## config.mk

```make
export PLATFORM = sky130hd
export DESIGN_NAME = ipcb_bank
export DESIGN_NICKNAME = d
export VERILOG_FILES = /design/src/logic/ipcb_pkg.sv /design/src/logic/ipcb_regif.sv /design/src/logic/ipcb_apb_slave.sv /design/src/logic/ipcb_bank.sv
export VERILOG_INCLUDE_DIRS = /design/src /design/src/logic
export SDC_FILE = /design/constraint.sdc
export NUM_CORES = 1
export LEC_CHECK = 0
export ABC_AREA = 1
export BUFFER_PORTS_ARGS = -buffer_cell sky130_fd_sc_hd__buf_4
export CAP_MARGIN = 15
export CORE_MARGIN = 1.5
export CORE_UTILIZATION = 52
export CTS_CLUSTER_DIAMETER = 120
export DETAILED_ROUTE_END_ITERATION = 6
export PLACE_DENSITY = 0.8
export REMOVE_ABC_BUFFERS = 1
export SLEW_MARGIN = 20
export SYNTH_ARGS = -nofsm -noshare
export SYNTH_HDL_FRONTEND = slang
export SYNTH_SLANG_ARGS = --single-unit
```

## constraint.sdc

```tcl
create_clock -name pclk -period 1.7 [get_ports pclk]
set_clock_uncertainty 0.2 [all_clocks]
set_input_delay 0.34 -clock pclk [delete_from_list [all_inputs] [get_ports pclk]]
set_output_delay 0.34 -clock pclk [all_outputs]
set_load 0.005 [all_outputs]
```

## src/logic/ipcb_defs.svh

```systemverilog
// offsets, field positions and reset values for the priority configuration bank
`ifndef IPCB_DEFS_SVH
`define IPCB_DEFS_SVH
// ==========================================================
// register byte offsets
`define IPCB_OFF_CFG18 12'h000
`define IPCB_OFF_CFG19 12'h004
`define IPCB_OFF_CFG20 12'h008
`define IPCB_OFF_CFG21 12'h00C
`define IPCB_OFF_CFG22 12'h010
`define IPCB_OFF_CFG23 12'h014
`define IPCB_ADDR_W 12
`define IPCB_NREG 6
// ==========================================================
// implemented-bit masks per register
`define IPCB_MASK_CFG18 16'h0077
`define IPCB_MASK_CFG19 16'h0770
`define IPCB_MASK_CFG20 16'h7770
`define IPCB_MASK_CFG21 16'h7777
`define IPCB_MASK_CFG22 16'h7777
`define IPCB_MASK_CFG23 16'h7777
// ==========================================================
// reset: each field 100
`define IPCB_RST_ALL 16'h4444
`define IPCB_LVL_RST 3'h4
`define IPCB_EN_RST 19'h7_FFFF
// ==========================================================
// field low-bit positions
`define IPCB_POS_F0 0
`define IPCB_POS_F1 4
`define IPCB_POS_F2 8
`define IPCB_POS_F3 12
// ==========================================================
// priority codes
`define IPCB_LVL_OFF 3'h0
`define IPCB_LVL_MIN 3'h1
`define IPCB_LVL_MAX 3'h7
`endif

```

## src/logic/ipcb_pkg.sv

```systemverilog
// types for the priority configuration bank
package ipcb_pkg;
  typedef logic [2:0] ipcb_level_t;
  typedef logic [15:0] ipcb_word_t;
  typedef enum logic [1:0]
  {
    IPCB_IDLE = 2'b00,
    IPCB_ACCESS = 2'b01
  } ipcb_phase_t;
endpackage : ipcb_pkg

```

## src/logic/ipcb_regif.sv

```systemverilog
// register write/read carrier between bus slave and register bank
`timescale 1ns/1ps
interface ipcb_regif;
  logic wr_en;
  logic [2:0] idx;
  logic [15:0] wdata;
  logic [15:0] rdata;
  modport slave_side (output wr_en, output idx, output wdata, input rdata);
  modport bank_side (input wr_en, input idx, input wdata, output rdata);
endinterface : ipcb_regif

```

## src/logic/ipcb_apb_slave.sv

```systemverilog
// apb slave front end of the priority bank
`timescale 1ns/1ps
`include "ipcb_defs.svh"
module ipcb_apb_slave
  import ipcb_pkg::*;
(
  // clock and reset
  input wire logic pclk,
  input wire logic presetn,
  // apb
  input wire logic psel,
  input wire logic penable,
  input wire logic pwrite,
  input wire logic [11:0] paddr,
  input wire logic [31:0] pwdata,
  output logic [31:0] prdata,
  output logic pready,
  output logic pslverr,
  // bank side
  ipcb_regif.slave_side rif
);
  // ==========================================================
  // address decode
  function automatic logic [3:0] dec(input logic [11:0] a);
    logic [3:0] r;
    r = 4'h8;
    if (a[1:0] == 2'b00 && a[11:2] < 10'(`IPCB_NREG))
      r = {1'b0, a[4:2]};
    return r;
  endfunction : dec

  logic [3:0] d;
  logic setup;
  assign d = dec(paddr);
  assign setup = psel && !penable;
  assign rif.idx = d[2:0];
  assign rif.wdata = pwdata[15:0];
  // write takes effect at the access edge, which ends the access phase one cycle after setup
  assign rif.wr_en = psel && penable && pready && pwrite && !d[3];

  // ==========================================================
  // one wait-free access phase: ready registered from setup
  always_ff @(posedge pclk or negedge presetn)
    if (!presetn)
      pready <= 1'b0;
    else
      pready <= setup;

  always_ff @(posedge pclk or negedge presetn)
    if (!presetn)
      pslverr <= 1'b0;
    else
      pslverr <= setup && d[3];

  always_ff @(posedge pclk or negedge presetn)
    if (!presetn)
      prdata <= 32'h0000_0000;
    else if (setup && !pwrite && !d[3])
      prdata <= {16'h0000, rif.rdata};
    else if (setup)
      prdata <= 32'h0000_0000;
endmodule : ipcb_apb_slave

```

## src/logic/ipcb_bank.sv

```systemverilog
// priority configuration bank top: apb registers and per-source priority outputs
`timescale 1ns/1ps
`include "ipcb_defs.svh"
module ipcb_bank
  import ipcb_pkg::*;
(
  // clock and reset
  input wire logic pclk,
  input wire logic presetn,
  // apb
  input wire logic psel,
  input wire logic penable,
  input wire logic pwrite,
  input wire logic [11:0] paddr,
  input wire logic [31:0] pwdata,
  output logic [31:0] prdata,
  output logic pready,
  output logic pslverr,
  // priority levels
  output logic [2:0] volt_detect_priority,
  output logic [2:0] capcomp7_priority,
  output logic [2:0] charge_time_priority,
  output logic [2:0] dac_priority,
  output logic [2:0] uart3_err_priority,
  output logic [2:0] uart3_rx_priority,
  output logic [2:0] uart3_tx_priority,
  output logic [2:0] i2c1_collision_priority,
  output logic [2:0] i2c2_collision_priority,
  output logic [2:0] usb_priority,
  output logic [2:0] uart4_err_priority,
  output logic [2:0] uart4_rx_priority,
  output logic [2:0] uart4_tx_priority,
  output logic [2:0] spi3_general_priority,
  output logic [2:0] spi3_tx_priority,
  output logic [2:0] spi4_general_priority,
  output logic [2:0] spi4_tx_priority,
  output logic [2:0] capcomp3_priority,
  output logic [2:0] capcomp4_priority,
  // source enables: level nonzero
  output logic [18:0] source_enable
);
  ipcb_regif rif ();

  ipcb_apb_slave u_apb
  (
    .pclk(pclk),
    .presetn(presetn),
    .psel(psel),
    .penable(penable),
    .pwrite(pwrite),
    .paddr(paddr),
    .pwdata(pwdata),
    .prdata(prdata),
    .pready(pready),
    .pslverr(pslverr),
    .rif(rif)
  );

  // ==========================================================
  // storage
  ipcb_word_t prio_cfg_18_q;
  ipcb_word_t prio_cfg_19_q;
  ipcb_word_t prio_cfg_20_q;
  ipcb_word_t prio_cfg_21_q;
  ipcb_word_t prio_cfg_22_q;
  ipcb_word_t prio_cfg_23_q;

  function automatic ipcb_word_t reg_mask(input logic [2:0] i);
    ipcb_word_t m;
    m = 16'h0000;
    case (i)
      3'd0: m = `IPCB_MASK_CFG18;
      3'd1: m = `IPCB_MASK_CFG19;
      3'd2: m = `IPCB_MASK_CFG20;
      3'd3: m = `IPCB_MASK_CFG21;
      3'd4: m = `IPCB_MASK_CFG22;
      3'd5: m = `IPCB_MASK_CFG23;
      default: m = 16'h0000;
    endcase
    return m;
  endfunction : reg_mask

  function automatic ipcb_level_t fld(input ipcb_word_t w, input int pos);
    return w[pos +: 3];
  endfunction : fld

  function automatic logic wr_hit(input logic en, input logic [2:0] sel, input logic [2:0] i);
    return en && sel == i;
  endfunction : wr_hit

  // ==========================================================
  // register writes; unimplemented bits never stored
  always_ff @(posedge pclk or negedge presetn)
    if (!presetn)
      prio_cfg_18_q <= `IPCB_RST_ALL & `IPCB_MASK_CFG18;
    else if (wr_hit(rif.wr_en, rif.idx, 3'd0))
      prio_cfg_18_q <= rif.wdata & reg_mask(3'd0);

  always_ff @(posedge pclk or negedge presetn)
    if (!presetn)
      prio_cfg_19_q <= `IPCB_RST_ALL & `IPCB_MASK_CFG19;
    else if (wr_hit(rif.wr_en, rif.idx, 3'd1))
      prio_cfg_19_q <= rif.wdata & reg_mask(3'd1);

  always_ff @(posedge pclk or negedge presetn)
    if (!presetn)
      prio_cfg_20_q <= `IPCB_RST_ALL & `IPCB_MASK_CFG20;
    else if (wr_hit(rif.wr_en, rif.idx, 3'd2))
      prio_cfg_20_q <= rif.wdata & reg_mask(3'd2);

  always_ff @(posedge pclk or negedge presetn)
    if (!presetn)
      prio_cfg_21_q <= `IPCB_RST_ALL & `IPCB_MASK_CFG21;
    else if (wr_hit(rif.wr_en, rif.idx, 3'd3))
      prio_cfg_21_q <= rif.wdata & reg_mask(3'd3);

  always_ff @(posedge pclk or negedge presetn)
    if (!presetn)
      prio_cfg_22_q <= `IPCB_RST_ALL & `IPCB_MASK_CFG22;
    else if (wr_hit(rif.wr_en, rif.idx, 3'd4))
      prio_cfg_22_q <= rif.wdata & reg_mask(3'd4);

  always_ff @(posedge pclk or negedge presetn)
    if (!presetn)
      prio_cfg_23_q <= `IPCB_RST_ALL & `IPCB_MASK_CFG23;
    else if (wr_hit(rif.wr_en, rif.idx, 3'd5))
      prio_cfg_23_q <= rif.wdata & reg_mask(3'd5);

  // ==========================================================
  // read mux; unmapped index reads zero
  ipcb_word_t rd_word;

  always_comb
  begin
    rd_word = 16'h0000;
    case (rif.idx)
      3'd0: rd_word = prio_cfg_18_q;
      3'd1: rd_word = prio_cfg_19_q;
      3'd2: rd_word = prio_cfg_20_q;
      3'd3: rd_word = prio_cfg_21_q;
      3'd4: rd_word = prio_cfg_22_q;
      3'd5: rd_word = prio_cfg_23_q;
      default: rd_word = 16'h0000;
    endcase
  end

  assign rif.rdata = rd_word;

  // ==========================================================
  // field decode shared by level and enable flops
  ipcb_level_t volt_detect_d;
  ipcb_level_t capcomp7_d;
  ipcb_level_t charge_time_d;
  ipcb_level_t dac_d;
  ipcb_level_t uart3_err_d;
  ipcb_level_t uart3_rx_d;
  ipcb_level_t uart3_tx_d;
  ipcb_level_t i2c1_collision_d;
  ipcb_level_t i2c2_collision_d;
  ipcb_level_t usb_d;
  ipcb_level_t uart4_err_d;
  ipcb_level_t uart4_rx_d;
  ipcb_level_t uart4_tx_d;
  ipcb_level_t spi3_general_d;
  ipcb_level_t spi3_tx_d;
  ipcb_level_t spi4_general_d;
  ipcb_level_t spi4_tx_d;
  ipcb_level_t capcomp3_d;
  ipcb_level_t capcomp4_d;

  assign volt_detect_d = fld(prio_cfg_18_q, `IPCB_POS_F0);
  assign capcomp7_d = fld(prio_cfg_18_q, `IPCB_POS_F1);
  assign charge_time_d = fld(prio_cfg_19_q, `IPCB_POS_F1);
  assign dac_d = fld(prio_cfg_19_q, `IPCB_POS_F2);
  assign uart3_err_d = fld(prio_cfg_20_q, `IPCB_POS_F1);
  assign uart3_rx_d = fld(prio_cfg_20_q, `IPCB_POS_F2);
  assign uart3_tx_d = fld(prio_cfg_20_q, `IPCB_POS_F3);
  assign i2c1_collision_d = fld(prio_cfg_21_q, `IPCB_POS_F0);
  assign i2c2_collision_d = fld(prio_cfg_21_q, `IPCB_POS_F1);
  assign usb_d = fld(prio_cfg_21_q, `IPCB_POS_F2);
  assign uart4_err_d = fld(prio_cfg_21_q, `IPCB_POS_F3);
  assign uart4_rx_d = fld(prio_cfg_22_q, `IPCB_POS_F0);
  assign uart4_tx_d = fld(prio_cfg_22_q, `IPCB_POS_F1);
  assign spi3_general_d = fld(prio_cfg_22_q, `IPCB_POS_F2);
  assign spi3_tx_d = fld(prio_cfg_22_q, `IPCB_POS_F3);
  assign spi4_general_d = fld(prio_cfg_23_q, `IPCB_POS_F0);
  assign spi4_tx_d = fld(prio_cfg_23_q, `IPCB_POS_F1);
  assign capcomp3_d = fld(prio_cfg_23_q, `IPCB_POS_F2);
  assign capcomp4_d = fld(prio_cfg_23_q, `IPCB_POS_F3);

  // ==========================================================
  // registered level outputs; level equals code, 0 disables
  always_ff @(posedge pclk or negedge presetn)
    if (!presetn)
      volt_detect_priority <= `IPCB_LVL_RST;
    else
      volt_detect_priority <= volt_detect_d;

  always_ff @(posedge pclk or negedge presetn)
    if (!presetn)
      capcomp7_priority <= `IPCB_LVL_RST;
    else
      capcomp7_priority <= capcomp7_d;

  always_ff @(posedge pclk or negedge presetn)
    if (!presetn)
      charge_time_priority <= `IPCB_LVL_RST;
    else
      charge_time_priority <= charge_time_d;

  always_ff @(posedge pclk or negedge presetn)
    if (!presetn)
      dac_priority <= `IPCB_LVL_RST;
    else
      dac_priority <= dac_d;

  always_ff @(posedge pclk or negedge presetn)
    if (!presetn)
      uart3_err_priority <= `IPCB_LVL_RST;
    else
      uart3_err_priority <= uart3_err_d;

  always_ff @(posedge pclk or negedge presetn)
    if (!presetn)
      uart3_rx_priority <= `IPCB_LVL_RST;
    else
      uart3_rx_priority <= uart3_rx_d;

  always_ff @(posedge pclk or negedge presetn)
    if (!presetn)
      uart3_tx_priority <= `IPCB_LVL_RST;
    else
      uart3_tx_priority <= uart3_tx_d;

  always_ff @(posedge pclk or negedge presetn)
    if (!presetn)
      i2c1_collision_priority <= `IPCB_LVL_RST;
    else
      i2c1_collision_priority <= i2c1_collision_d;

  always_ff @(posedge pclk or negedge presetn)
    if (!presetn)
      i2c2_collision_priority <= `IPCB_LVL_RST;
    else
      i2c2_collision_priority <= i2c2_collision_d;

  always_ff @(posedge pclk or negedge presetn)
    if (!presetn)
      usb_priority <= `IPCB_LVL_RST;
    else
      usb_priority <= usb_d;

  always_ff @(posedge pclk or negedge presetn)
    if (!presetn)
      uart4_err_priority <= `IPCB_LVL_RST;
    else
      uart4_err_priority <= uart4_err_d;

  always_ff @(posedge pclk or negedge presetn)
    if (!presetn)
      uart4_rx_priority <= `IPCB_LVL_RST;
    else
      uart4_rx_priority <= uart4_rx_d;

  always_ff @(posedge pclk or negedge presetn)
    if (!presetn)
      uart4_tx_priority <= `IPCB_LVL_RST;
    else
      uart4_tx_priority <= uart4_tx_d;

  always_ff @(posedge pclk or negedge presetn)
    if (!presetn)
      spi3_general_priority <= `IPCB_LVL_RST;
    else
      spi3_general_priority <= spi3_general_d;

  always_ff @(posedge pclk or negedge presetn)
    if (!presetn)
      spi3_tx_priority <= `IPCB_LVL_RST;
    else
      spi3_tx_priority <= spi3_tx_d;

  always_ff @(posedge pclk or negedge presetn)
    if (!presetn)
      spi4_general_priority <= `IPCB_LVL_RST;
    else
      spi4_general_priority <= spi4_general_d;

  always_ff @(posedge pclk or negedge presetn)
    if (!presetn)
      spi4_tx_priority <= `IPCB_LVL_RST;
    else
      spi4_tx_priority <= spi4_tx_d;

  always_ff @(posedge pclk or negedge presetn)
    if (!presetn)
      capcomp3_priority <= `IPCB_LVL_RST;
    else
      capcomp3_priority <= capcomp3_d;

  always_ff @(posedge pclk or negedge presetn)
    if (!presetn)
      capcomp4_priority <= `IPCB_LVL_RST;
    else
      capcomp4_priority <= capcomp4_d;

  // ==========================================================
  // enable: 000 disables, 001..111 active levels 1..7
  function automatic logic active(input ipcb_level_t l);
    return l != `IPCB_LVL_OFF;
  endfunction : active

  logic [18:0] enable_d;

  always_comb
  begin
    enable_d = 19'h0_0000;
    enable_d[0] = active(volt_detect_d);
    enable_d[1] = active(capcomp7_d);
    enable_d[2] = active(charge_time_d);
    enable_d[3] = active(dac_d);
    enable_d[4] = active(uart3_err_d);
    enable_d[5] = active(uart3_rx_d);
    enable_d[6] = active(uart3_tx_d);
    enable_d[7] = active(i2c1_collision_d);
    enable_d[8] = active(i2c2_collision_d);
    enable_d[9] = active(usb_d);
    enable_d[10] = active(uart4_err_d);
    enable_d[11] = active(uart4_rx_d);
    enable_d[12] = active(uart4_tx_d);
    enable_d[13] = active(spi3_general_d);
    enable_d[14] = active(spi3_tx_d);
    enable_d[15] = active(spi4_general_d);
    enable_d[16] = active(spi4_tx_d);
    enable_d[17] = active(capcomp3_d);
    enable_d[18] = active(capcomp4_d);
  end

  always_ff @(posedge pclk or negedge presetn)
    if (!presetn)
      source_enable <= `IPCB_EN_RST;
    else
      source_enable <= enable_d;
endmodule : ipcb_bank

```

### After elaboration in Yosys (flattened, before gate mapping)

Index checks and enable logic that the tools add are counted.

* register bits: 167
* latch bits: 0
* RAM bits: 0
* ROM bits: 0
* input port bits: 49
* output and inout bits: 110
* word-level logic and storage cells: 79
* memories: 0

* add/subtract/negate cells: 0
* multipliers: 0
* div/mod/pow operators: 0
* $lt $le $gt $ge: 1
* equal/unequal tests: 5
* shift operators: 0
* mux-type cells: 4
* bitwise logic cells: 0
* reduce and logical (&&, ||, !) cells: 40

Operator list (count)
* 15-bit one-hot mux with 6 select lines: 1
* 32-bit 2-to-1 mux: 2
* 3-bit nonzero test: 19
* 1-bit logical AND: 15
* 10-bit by 3-bit less-than comparator with 1-bit output, second input constant: 1
* 3-bit by 2-bit == test with 1-bit output, second input constant: 2
* 3-bit == test, second input constant: 2
* 4-bit 2-to-1 mux: 1
* 3-bit by 1-bit == test with 1-bit output, second input constant: 1
* 1-bit zero test: 3
* 3-bit zero test: 1
* 2-bit zero test: 1
* 2-bit nonzero test: 1

### Logic depth before layout (Yosys ltp)

* word-level depth: 6
* depth in mapped cells: 13
* mapped depth without buffers: 12

### Hierarchy

Synthesis repeated with hierarchy kept, for this count alone.

* cell total of the unflattened synthesis: 565
* area, all modules: 5901.9 µm²

Modules (own cells, without submodules)
* ipcb_bank: times used 1, cells an instance 440, area an instance 4835.9 µm², sequential area each 3399.5 µm²
* ipcb_apb_slave: times used 1, cells an instance 125, area an instance 1066.0 µm², sequential area each 450.4 µm²

### Worst setup path after synthesis

No wires, ideal clock.

* path kind: input -> register
* start: input paddr[4]
* end: register u_apb.prdata[2]
* data arrival time: 1.479 ns
* path slack: -0.099 ns
* stages: 11
* buffers on the path: 3
* path through: buf_6 nand2_1 nand2_2 nor2_4 o211ai_2 buf_6 buf_6 nand3_1 o21ai_0 o21ai_1 nand2_1

* cells in the longest elaborated chain, start to end: 6
* elaborated cells between the ends (all ways): 14
* those cells by class: order compare (1); eq/ne (5); mux (3); reduce/logical (5)

Ends and longest elaborated chain
* from (decl): RTL line ipcb_bank.sv:14 `input wire logic [11:0] paddr,`
* 10-bit by 3-bit less-than comparator with 1-bit output: RTL line ipcb_apb_slave.sv:27 `` if (a[1:0] == 2'b00 && a[11:2] < 10'(`IPCB_NREG)) ``
* 1-bit logical AND: RTL line ipcb_apb_slave.sv:27
* 4-bit 2-to-1 mux *: RTL line ipcb_apb_slave.sv:27
* 3-bit == test, or another cell as far along: RTL line ipcb_bank.sv:136 `case (rif.idx)`
* 15-bit one-hot mux with 6 select lines or 1-bit logical AND (tied branches): RTL line ipcb_bank.sv:136, ipcb_apb_slave.sv:58
* 32-bit 2-to-1 mux or 2-bit nonzero test (tied branches)
* to (signal assigned): RTL line ipcb_apb_slave.sv:59 `prdata <= {16'h0000, rif.rdata};`
* to (decl): RTL line ipcb_apb_slave.sv:16 `output logic [31:0] prdata,`

Mark *: on every way between the ends. The rest lies on a longest branch, timed or not.
A chain may end at the register's enable or synchronous reset.

### Worst setup path in the final report

* start: register source_enable[12]
* end: output source_enable[12]

RTL lines
* from (decl): RTL line ipcb_bank.sv:40 `output logic [18:0] source_enable`
* from (signal assigned): RTL line ipcb_bank.sv:341 `` source_enable <= `IPCB_EN_RST; ``
* from (signal assigned): RTL line ipcb_bank.sv:343 `source_enable <= enable_d;`

No word-level cell between the ends.

==> qor.txt <==
status: complete, but fails checks
failing checks: negative setup slack
yosys warns: 0
Worst VDD drop: 0.655 mV
share of cells above drive strength 1: 0.393
class of the worst hold path: primary input to async pin
CTS tree: built
core area: 10400 um^2
fill cell count: 690
starting DRC count in detailed routing: 231
Clock Path Buffers: 2
final-report hold violation count: 0
CTS HTree Levels: 4
Crit Path Category: register to output port
Final Max Tran Viols: 0
CTS root buf: clkbuf_8
Vias/cell: 5.16
number of global-route vias before repair: 4101
Starting Density: 0.538
clk sinks: 147
Syn Inst Count: 502
Pleak: 3.81 nW
Syn Std Cell Area: 5610 um^2
Final ANT Viol Nets: 0
family with the most delay on the worst path: flip-flops
Setup TNS: -0.00372 ns
# Max-Cap Violations: 0
Layout Nets: 711
syn_area_per_cell: 11.2 um^2
DRT Wirelength: 13.0 mm
EDFF count, synth: 0
GP Congestion: 0.882
#FFs+latches synth: 147
std cell rows: 37
vias post-DR: 4186
postcts setup bufs: 0
worst path arrival time: 1.16 ns
Async SR Flop Fraction: 1.00
routed len/inst: 16.1 um
Seq/Total Area, Yosys: 0.669
first-pass detailed-route iteration total: 5
die height: 107 um
Setup violations, final: 1
CP Capture Type: output port
antenna violations before repair: 0
crit path setup slack, layout: -0.00372 ns
worst path bufs/invs: 1
die area: 11400 um^2
Seq. cell area: 3750 um^2
Setup crit start kind: register
Syn-to-layout area delta: 34.2%
clock slew at reported path FFs: 0.06 ns
fmax: 587 MHz
largest net degree at the start of global routing: 37
first-pass GRT wire length: 20.9 mm
n_diodes: 0
Worst Path Required: 1.16 ns
CTS Buf Count: 17
Buffers on Ports: 118
RSZ-0062 raised after global routing: yes
gr usage total: 0.244
Non-Filler Instances: 811
synth unique cells: 27
Final min period: 1.70 ns
total grt overflow: 0
pwr/cell area: 953 nW/um^2
Final Cycle Share: 1.00
Main synth FF type: dfrtp_1
cell count after placement: 763
Ports: 159
HPWL Detailed: 8.69 mm
DRC viols: 0
biggest cell delay along the critical path: 0.54 ns
crit path max fanout: 1
Die Wd: 107 um
Clk Latency, worst-skew pair: 0.53 ns
crit-path cells: buf_6
multi-input combinational cell area: 1530 um^2
Worst path slowest cell: dfstp_2
==> stage by stage <==
step | setup slack (ns) | utilization | power [mW] | hold WS (ns) | area [um^2]
detailed placement | -0.330 | 0.642 | 3.80 | 0.0640 | 6690
CTS | -0.0144 | 0.713 | 7.21 | 0.0669 | 7420
floorplan | -0.191 | - | 3.62 | -0.156 | 5400
finish | -0.00372 | 0.722 | 7.17 | 0.0776 | 7520
global placement | -0.301 | 0.642 | 3.80 | 0.0587 | 6690
global route | -0.0387 | 0.722 | 7.40 | 0.0746 | 7520
==> sequential cells by signal, summed over array words and instances (netlist names), 6 cells and up <==
register       cells
prio_cfg_22_q     12
prio_cfg_19_q      6
source_enable     19
prio_cfg_21_q     12
prio_cfg_23_q     12
prio_cfg_18_q      6
u_apb.prdata      12
prio_cfg_20_q      9
==> report_power, final <==
group	internal [mW]	switching, mW	total [mW]	leakage, nW
Clock	1.98	1.42	3.40	0.253
Combinational	0.101	0.159	0.260	1.71
Sequential	3.51	0.00147	3.51	1.84
==> cells in the final DEF, fill, tap and decap left out, types with 2 or more instances in the layout <==
cell and n:
clkinv_4 2, conb_1 20, dfrtp_1 90, o21ai_0 3, nand2_4 4, nand2_1 121
clkinvlp_4 5, buf_12 4, nor2_1 17, nand2_2 2, nand3_1 40, o21ai_2 14
clkinv_2 4, buf_6 36, clkbuf_16 16, nor2_4 5, clkbuf_8 2, dfstp_2 57
buf_4 102, inv_1 33, nand3_2 5, clkbuf_1 2, dlygate4sd3_1 15, or3_1 15
o21ai_1 52
==> cells by family after synthesis <==
| group | share of synthesized area |
|---|---|
| flops | 0.669 |
| other cells | 0.000669 |
| simple gates | 0.184 |
| compound gates | 0.0732 |
| buf+inv | 0.0738 |
==> cell type report <==
class | count | area share
flip-flops and latches | 147 | 0.498
multi-input cells | 304 | 0.203
repair buffers | 157 | 0.186
clock buffers | 20 | 0.0579
well taps | 136 | 0.0226
inverters | 35 | 0.0176
clock inverters | 12 | 0.0145
==> what timing repair did <==
| item | CTS | global route |
|---|---|---|
| endpoints found under the setup margin | 11 | 47 |
| endpoints found under the hold margin | 158 | 0 |
| gates resized for setup | 11 | 24 |
| hold buffers | 15 | 0 |
| pin swaps | 0 | 2 |
| cloned | 0 | 1 |
==> worst paths after layout <==
| check | start | end | slack (ns) | cells past startpoint |
|---|---|---|---|---|
| worst max-delay path | source_enable[12]$_DFF_PN1_ | source_enable[12] | -0.004 | 1 |
| worst min-delay path | presetn | capcomp4_priority[0]$_DFF_PN0_ | 0.08 | 2 |
| worst max register to register | u_apb.pready$_DFF_PN0_ | prio_cfg_22_q[12]$_DFFE_PN0P_ | 0.06 | 4 |
| worst min register to register | prio_cfg_21_q[14]$_DFFE_PN1P_ | uart4_err_priority[2]$_DFF_PN1_ | 0.17 | 0 |
| max in group asynchronous | presetn | prio_cfg_20_q[14]$_DFFE_PN1P_ | 0.65 | 3 |
| min in group pclk | pwrite | u_apb.prdata[12]$_DFFE_PN0P_ | 0.08 | 5 |
==> routing by layer <==
layer / part of all wire / vias up / GRT usage
li1: - / 1909 / -
met1: 0.38 / 2036 / 0.302
met2: 0.53 / 206 / 0.403
met3: 0.066 / 35 / 0.0675
met4: 0.033 / 0 / 0.106
met5: 0 / - / 0
==> cell usage after synthesis (2+ instances only) <==
master,number,area (um^2)
or3_1,15,93.8
nand2_2,2,12.5
nand2_1,121,454
nand3_1,40,200
nand3_2,4,40.0
dfrtp_1,90,2250
nor2_1,17,63.8
dfstp_2,57,1500
nand2_4,4,45.0
o21ai_2,14,123
buf_6,8,90.1
buf_2,6,30.0
nor2_4,5,56.3
o21ai_1,52,260
buf_4,21,158
o21ai_0,3,15.0
inv_1,33,124
Note: power is estimated with default switching activity, not from simulation.
